**config.mk**
```make
export PLATFORM = sky130hd
export DESIGN_NAME = asram_host
export DESIGN_NICKNAME = d
export VERILOG_FILES = /design/src/include/asram_pkg.sv /design/src/rtl/asram_host.sv /design/src/rtl/asram_pwr_wait.sv
export SDC_FILE = /design/constraint.sdc
export NUM_CORES = 1
export LEC_CHECK = 0
export BUFFER_PORTS_ARGS = -buffer_cell sky130_fd_sc_hd__buf_2
export CAP_MARGIN = 20
export CORE_ASPECT_RATIO = 0.75
export CORE_UTILIZATION = 40
export CTS_CLUSTER_SIZE = 8
export DETAILED_ROUTE_END_ITERATION = 10
export GPL_TIMING_DRIVEN = 0
export PLACE_DENSITY = 0.6
export RECOVER_POWER = 50
export SLEW_MARGIN = 15
export SYNTH_ARGS = -nofsm -noshare
export SYNTH_HDL_FRONTEND = slang
export SYNTH_SLANG_ARGS = --single-unit
```
**constraint.sdc**
```tcl
create_clock -name i_ref_clk -period 2.3 [get_ports i_ref_clk]
set_input_delay 0.575 -clock i_ref_clk [delete_from_list [all_inputs] [get_ports i_ref_clk]]
set_output_delay 0.575 -clock i_ref_clk [all_outputs]
set_load 0.05 [all_outputs]
```
**src/include/asram_pkg.sv**
```systemverilog
// Package of constants for the async SRAM host controller
package asram_pkg;

  // ----------------------------------------------------------------
  // Geometry
  // ----------------------------------------------------------------
  localparam int ADDR_W = 20;
  localparam int DATA_W = 16;
  localparam int BYTE_W = 8;
  localparam int LANES  = 2;

  // ----------------------------------------------------------------
  // Timing in ns, rounded up to whole clock cycles
  // ----------------------------------------------------------------
  localparam int CLK_PERIOD_NS   = 100;
  localparam int POWER_WAIT_NS   = 1000000;
  localparam int POWER_WAIT_CYC  = (POWER_WAIT_NS + CLK_PERIOD_NS - 1) / CLK_PERIOD_NS;
  localparam int WR_FLOAT_NS     = 6;
  localparam int WR_SETUP_NS     = 6;
  localparam int WR_PULSE_NS     = 8;
  localparam int WR_PULSE_RAW    =
    (WR_FLOAT_NS + WR_SETUP_NS + CLK_PERIOD_NS - 1) / CLK_PERIOD_NS;
  localparam int WR_PULSE_CYC    = (WR_PULSE_RAW < 1) ? 1 : WR_PULSE_RAW;
  localparam int RD_ACCESS_NS    = 12;
  localparam int RD_ACCESS_RAW   = (RD_ACCESS_NS + CLK_PERIOD_NS - 1) / CLK_PERIOD_NS;
  localparam int RD_ACCESS_CYC   = (RD_ACCESS_RAW < 1) ? 1 : RD_ACCESS_RAW;
  localparam int CNT_W           = 14;
  localparam int WAIT_W          = 4;

  // ----------------------------------------------------------------
  // Sequencer states
  // ----------------------------------------------------------------
  typedef enum logic [2:0] {
    ST_POWER,
    ST_IDLE,
    ST_WR_SETUP,
    ST_WR_PULSE,
    ST_WR_END,
    ST_RD_SETUP,
    ST_RD_WAIT,
    ST_RD_END
  } asram_state_t;

endpackage

```
**src/rtl/asram_host.sv**
```systemverilog
// Host-side sequencer driving an asynchronous 1M x 16 static memory
// Behaviour
// - A write with the chip selected and write strobe low stores the low byte if its lane is low.
// - A write stores the high byte if its lane select is low, leaving a high-select lane unchanged.
// - A read needs selection, output enable low and write strobe high; low lane drives low byte.
// - A write starts only with both selects active, strobe low and at least one lane low.
// - Write data setup and hold are timed from the edge of the signal that ends the write.
// - The host waits the power-on time before its first read or write.
// - A strobe-controlled write with output enable low lasts float delay plus data setup.
// - For a read the address is valid no later than the chip selects go active.
module asram_host
  import asram_pkg::*;
#(
  parameter int POWER_CYC = POWER_WAIT_CYC
) (
  input  wire logic              i_ref_clk,
  input  wire logic              i_rst_n,
  input  wire logic              i_clk_en,
  input  wire logic              i_req,
  input  wire logic              i_we,
  input  wire logic [ADDR_W-1:0] i_addr,
  input  wire logic [DATA_W-1:0] i_wdata,
  input  wire logic [LANES-1:0]  i_lane_en,
  output logic                   o_busy,
  output logic                   o_ready,
  output logic                   o_rd_valid,
  output logic [DATA_W-1:0]      o_rdata,
  output logic [ADDR_W-1:0]      o_mem_addr,
  output logic                   o_chip_select_low_active_n,
  output logic                   o_chip_select_high_active,
  output logic                   o_output_drive_enable_n,
  output logic                   o_write_strobe_n,
  output logic                   o_lower_byte_lane_select_n,
  output logic                   o_upper_byte_lane_select_n,
  input  wire logic [DATA_W-1:0] i_mem_data,
  output logic [DATA_W-1:0]      o_mem_data,
  output logic                   o_mem_data_oe
);

  asram_state_t      state_ff;
  logic [WAIT_W-1:0] wait_ff;
  logic              pwr_ready;
  logic              busy_ff;
  logic              rd_valid_ff;
  logic [DATA_W-1:0] rdata_ff;
  logic [ADDR_W-1:0] addr_ff;
  logic              cs_ff;
  logic              cs_n_ff;
  logic              nxt_cs;
  logic              oe_n_ff;
  logic              we_n_ff;
  logic [LANES-1:0]  lane_n_ff;
  logic [DATA_W-1:0] dout_ff;
  logic              doe_ff;
  logic [DATA_W-1:0] din_meta_ff;
  logic [DATA_W-1:0] din_sync_ff;
  logic [LANES-1:0]  lane_req;

  // ----------------------------------------------------------------
  // Power-on wait
  // ----------------------------------------------------------------
  asram_pwr_wait #(
    .WAIT_CYC (POWER_CYC)
  ) u_pwr (
    .i_ref_clk (i_ref_clk),
    .i_rst_n   (i_rst_n),
    .i_ce      (i_clk_en),
    .o_ready   (pwr_ready)
  );

  // No lane asked means both lanes, so a write always has a lane low
  assign lane_req = (i_lane_en == '0) ? '1 : i_lane_en;

  // Two select flops, so neither select pin passes an inverter after its register
  assign nxt_cs = (state_ff == ST_WR_SETUP) || (state_ff == ST_WR_PULSE) ||
                  (state_ff == ST_RD_SETUP) || (state_ff == ST_RD_WAIT);

  // ----------------------------------------------------------------
  // Read data synchroniser
  // ----------------------------------------------------------------
  // Pins are asynchronous to us, so two stages before capture
  always_ff @(posedge i_ref_clk or negedge i_rst_n) begin
    if (!i_rst_n) begin
      din_meta_ff <= '0;
      din_sync_ff <= '0;
    end else if (i_clk_en) begin
      din_meta_ff <= i_mem_data;
      din_sync_ff <= din_meta_ff;
    end
  end

  // ----------------------------------------------------------------
  // Sequencer
  // ----------------------------------------------------------------
  always_ff @(posedge i_ref_clk or negedge i_rst_n) begin
    if (!i_rst_n) begin
      state_ff <= ST_POWER;
      wait_ff  <= '0;
    end else if (i_clk_en) begin
      unique case (state_ff)
        ST_POWER: begin
          if (pwr_ready) begin
            state_ff <= ST_IDLE;
          end
        end
        ST_IDLE: begin
          if (i_req) begin
            state_ff <= i_we ? ST_WR_SETUP : ST_RD_SETUP;
          end
        end
        ST_WR_SETUP: begin
          state_ff <= ST_WR_PULSE;
          wait_ff  <= WAIT_W'(WR_PULSE_CYC - 1);
        end
        ST_WR_PULSE: begin
          if (wait_ff == '0) begin
            state_ff <= ST_WR_END;
          end else begin
            wait_ff <= wait_ff - 1'b1;
          end
        end
        ST_WR_END: begin
          state_ff <= ST_IDLE;
        end
        ST_RD_SETUP: begin
          state_ff <= ST_RD_WAIT;
          wait_ff  <= WAIT_W'(RD_ACCESS_CYC + 1);
        end
        // Covers access time plus the two synchroniser stages
        ST_RD_WAIT: begin
          if (wait_ff == '0) begin
            state_ff <= ST_RD_END;
          end else begin
            wait_ff <= wait_ff - 1'b1;
          end
        end
        ST_RD_END: begin
          state_ff <= ST_IDLE;
        end
      endcase
    end
  end

  // ----------------------------------------------------------------
  // Address and lanes
  // ----------------------------------------------------------------
  // latched stable per access
  always_ff @(posedge i_ref_clk or negedge i_rst_n) begin
    if (!i_rst_n) begin
      addr_ff   <= '0;
      lane_n_ff <= '1;
      dout_ff   <= '0;
    end else if (i_clk_en && state_ff == ST_IDLE && i_req) begin
      addr_ff   <= i_addr;
      lane_n_ff <= ~lane_req;
      dout_ff   <= i_wdata;
    end
  end

  // ----------------------------------------------------------------
  // Strobes
  // ----------------------------------------------------------------
  always_ff @(posedge i_ref_clk or negedge i_rst_n) begin
    if (!i_rst_n) begin
      cs_ff   <= 1'b0;
      cs_n_ff <= 1'b1;
      oe_n_ff <= 1'b1;
      we_n_ff <= 1'b1;
      doe_ff  <= 1'b0;
    end else if (i_clk_en) begin
      cs_ff   <= nxt_cs;
      cs_n_ff <= !nxt_cs;
      we_n_ff <= !(state_ff == ST_WR_SETUP ||
                   (state_ff == ST_WR_PULSE && wait_ff != '0));
      doe_ff  <= (state_ff == ST_IDLE && i_req && i_we) ||
                 (doe_ff && state_ff != ST_WR_END);
      oe_n_ff <= !(state_ff == ST_RD_SETUP || state_ff == ST_RD_WAIT) || doe_ff;
    end
  end

  // ----------------------------------------------------------------
  // Read capture and status
  // ----------------------------------------------------------------
  always_ff @(posedge i_ref_clk or negedge i_rst_n) begin
    if (!i_rst_n) begin
      rdata_ff    <= '0;
      rd_valid_ff <= 1'b0;
      busy_ff     <= 1'b1;
    end else if (i_clk_en) begin
      rd_valid_ff <= (state_ff == ST_RD_END);
      if (state_ff == ST_RD_END) begin
        rdata_ff <= din_sync_ff & {{BYTE_W{~lane_n_ff[1]}}, {BYTE_W{~lane_n_ff[0]}}};
      end
      busy_ff <= !(state_ff == ST_IDLE && !i_req) &&
                 !(state_ff == ST_POWER && pwr_ready) &&
                 !(state_ff == ST_WR_END) && !(state_ff == ST_RD_END);
    end
  end

  assign o_busy                     = busy_ff;
  assign o_ready                    = pwr_ready;
  assign o_rd_valid                 = rd_valid_ff;
  assign o_rdata                    = rdata_ff;
  assign o_mem_addr                 = addr_ff;
  assign o_chip_select_low_active_n = cs_n_ff;
  assign o_chip_select_high_active  = cs_ff;
  assign o_output_drive_enable_n    = oe_n_ff;
  assign o_write_strobe_n           = we_n_ff;
  assign o_lower_byte_lane_select_n = lane_n_ff[0];
  assign o_upper_byte_lane_select_n = lane_n_ff[1];
  assign o_mem_data                 = dout_ff;
  assign o_mem_data_oe              = doe_ff;

endmodule // asram_host

```
**src/rtl/asram_pwr_wait.sv**
```systemverilog
// Power-on wait counter holding off the first access
module asram_pwr_wait
  import asram_pkg::*;
#(
  parameter int WAIT_CYC = POWER_WAIT_CYC
) (
  input  wire logic i_ref_clk,
  input  wire logic i_rst_n,
  input  wire logic i_ce,
  output logic      o_ready
);

  logic [CNT_W-1:0] cnt_ff;
  logic             ready_ff;

  // ----------------------------------------------------------------
  // Count
  // ----------------------------------------------------------------
  // power-on hold
  always_ff @(posedge i_ref_clk or negedge i_rst_n) begin
    if (!i_rst_n) begin
      cnt_ff   <= '0;
      ready_ff <= 1'b0;
    end else if (i_ce && !ready_ff) begin
      if (cnt_ff == CNT_W'(WAIT_CYC - 1)) begin
        ready_ff <= 1'b1;
      end else begin
        cnt_ff <= cnt_ff + 1'b1;
      end
    end
  end

  assign o_ready = ready_ff;

endmodule // asram_pwr_wait
```
==> metrics <==
Nets 574; htree depth 4; leak pwr 3.02 nW; Reg clk slew, reported paths 60 ps; core area 11,800 um2; GRT busiest layer met2; GR Util met2 0.266; Syn Area/Cell 13.2 um2; drt first-iter violations 149; layout cells sized above 1 0.401; max-cap violations 0; remaining antenna violation count after routing 0; root buf cell clkbuf_16; worst clock skew 13.3 ps; ys async rst share 1.00; Cells after Synth 372; DRT Wirelength 10,300 um; most frequent cells in the layout dfrtp_1, buf_2, clkbuf_1; Max FO, Critical Path 6; worst hold margin 398 ps; CTS tree yes; commonest non-fill, non-tap cell in the layout dfrtp_1; die area 12,700 um2; Setup crit end kind flop; final hold vios 0; outcome finished, final reports clean; Crit path required time 2590 ps; Tmin final 2110 ps; Synth Flop Type dfrtp_1; DR WL/cell 15.0 um; DRC viols 0; CP Class flop to flop; # clock sinks 115; final slew viol count 0; Placer Congestion 0.781; # Post-CTS Setup Buffers 0; Yosys reg bits 115; Seq/Total Area, Yosys 0.588; unrepaired setup endpoints after global routing no; relative slew slack 0.0876; pwr/cell area 1560 nW/um2; CP arrival 2410 ps; peak supply drop 1.08 mV; Peak Freq 0.473 GHz; clk buf depth 2; met3 Usage GRT 0.0625; final setup vio count 0; vias per inst 4.75; Startpoint Class flop; PortBufs 120; YS warnings 0; GRT Overall Usage 0.176; Layout area overhead 27.9%; Hold Path Class primary input to flop; CTS Buf Count 17; number of synthesized flops with an enable pin 0; met1 Use GR 0.235; vias in the first global route 3,338; Post-Syn Nets 434; Die Width 130 um; Syn Std Cell Area 4900 um2; worst-margin pin slew 1370 ps; Die H 97.9 um; worst skew pair latency 410 ps; 1st-pass router iterations 4; total congestion overflow 0; first-pass GRT wire length 17,000 um; Netlist cell types 40; Initial Util 0.416; post-DP HPWL 7100 um; initial antenna violation count 1; Final period util 0.919; utilization after layout 0.532; # diodes 0; Site Rows 34; IO Pins 121; via count 3,258; largest net degree at the start of global routing 62
-- cell usage after synthesis, drive strengths merged, types with 5 or more instances --
cell type	instances	area, um2
dfrtp	109	2730
inv	8	30.0
mux2	71	931
clkbuf	12	45.0
xnor2	14	123
buf	7	58.8
nand2	30	115
nand2b	19	119
a21oi	5	25.0
and3	6	37.5
nor2	12	45.0
o21ai	25	125
dfstp	6	158
nand4	7	43.8
-- worst max-delay path, stage by stage, from the launching register on --
cell,delay (ps)
dfrtp_1,400
inv_1,100
ha_1,180
nor3b_2,420
a21oi_1,130
o21a_1,170
o21ai_0,250
mux2_2,370
-- state kept, by name, summed over array words and instances (netlist names) --
name	flops
o_write_strobe_n	1
o_mem_data	16
o_busy	1
din_sync_ff	16
din_meta_ff	16
o_mem_data_oe	1
o_output_drive_enable_n	1
o_chip_select_low_active_n	1
lane_n_ff	2
o_rd_valid	1
o_rdata	16
u_pwr.cnt_ff	14
u_pwr.o_ready	1
o_mem_addr	20
state_ff	3
wait_ff	4
o_chip_select_high_active	1
-- kinds of logic after synthesis --
logic type / share of synthesized area
xor+xnor: 0.0304
simple gates: 0.102
flops: 0.588
buf+inv: 0.0273
mux: 0.190
compound gates: 0.0541
fa+ha+maj: 0.00766
-- area by class of cell --
cell class | count | area, um2
fillers | 1020 | 5510
flip-flops and latches | 115 | 2890
multi-input cells | 230 | 1890
repair buffers | 121 | 593
clock buffers | 21 | 460
well taps | 162 | 203
clock inverters | 10 | 109
plain buffers | 19 | 104
inverters | 8 | 30.0
-- layer usage --
metal	vias up	part of all wire
li1	1565	-
met5	-	0.00087
met3	12	0.056
met4	2	0.0087
met2	96	0.45
met1	1583	0.48
-- final timing paths --
path                                              start                           end  slack, ps  depth (start not counted)
setup / recovery                 wait_ff[0]$_DFFE_PN0P_        wait_ff[1]$_DFFE_PN0P_        190                          7
hold / removal                                i_addr[0]     o_mem_addr[0]$_DFFE_PN0P_        400                          2
setup reg to reg                 wait_ff[0]$_DFFE_PN0P_        wait_ff[1]$_DFFE_PN0P_        190                          7
hold reg to reg            u_pwr.cnt_ff[13]$_DFFE_PN0P_  u_pwr.cnt_ff[13]$_DFFE_PN0P_        480                          1
max in group asynchronous                       i_rst_n            o_busy$_DFFE_PN1P_        850                          2
min in group asynchronous                       i_rst_n        o_rdata[2]$_DFFE_PN0P_        480                          1
-- power breakdown --
| part | internal (W) | switching, W | total (W) |
|---|---|---|---|
| sequential | 0.00275 | 0.000490 | 0.00324 |
| combinational | 0.00129 | 0.00276 | 0.00406 |
| clock | 0.00163 | 0.000882 | 0.00252 |
-- repair_timing --
item	CTS	global route
gates resized for setup	1	0
endpoints found under the setup margin	1	0
hold buffers	0	0
-- metrics by stage --
stage                     power [W]  area, um2  setup TNS [ps]  worst slack [ps]  std cells
after floorplan             0.00640       4900               0               300        372
after global placement      0.00731       5710          -78900              -727        654
after detailed placement    0.00739       5740           -68.5             -68.5        655
after CTS                   0.00998       6310               0               201        686
after global routing         0.0104       6270               0              86.0        686
final                       0.00981       6270               0               186        686
Power figures use the tool's default switching activity.
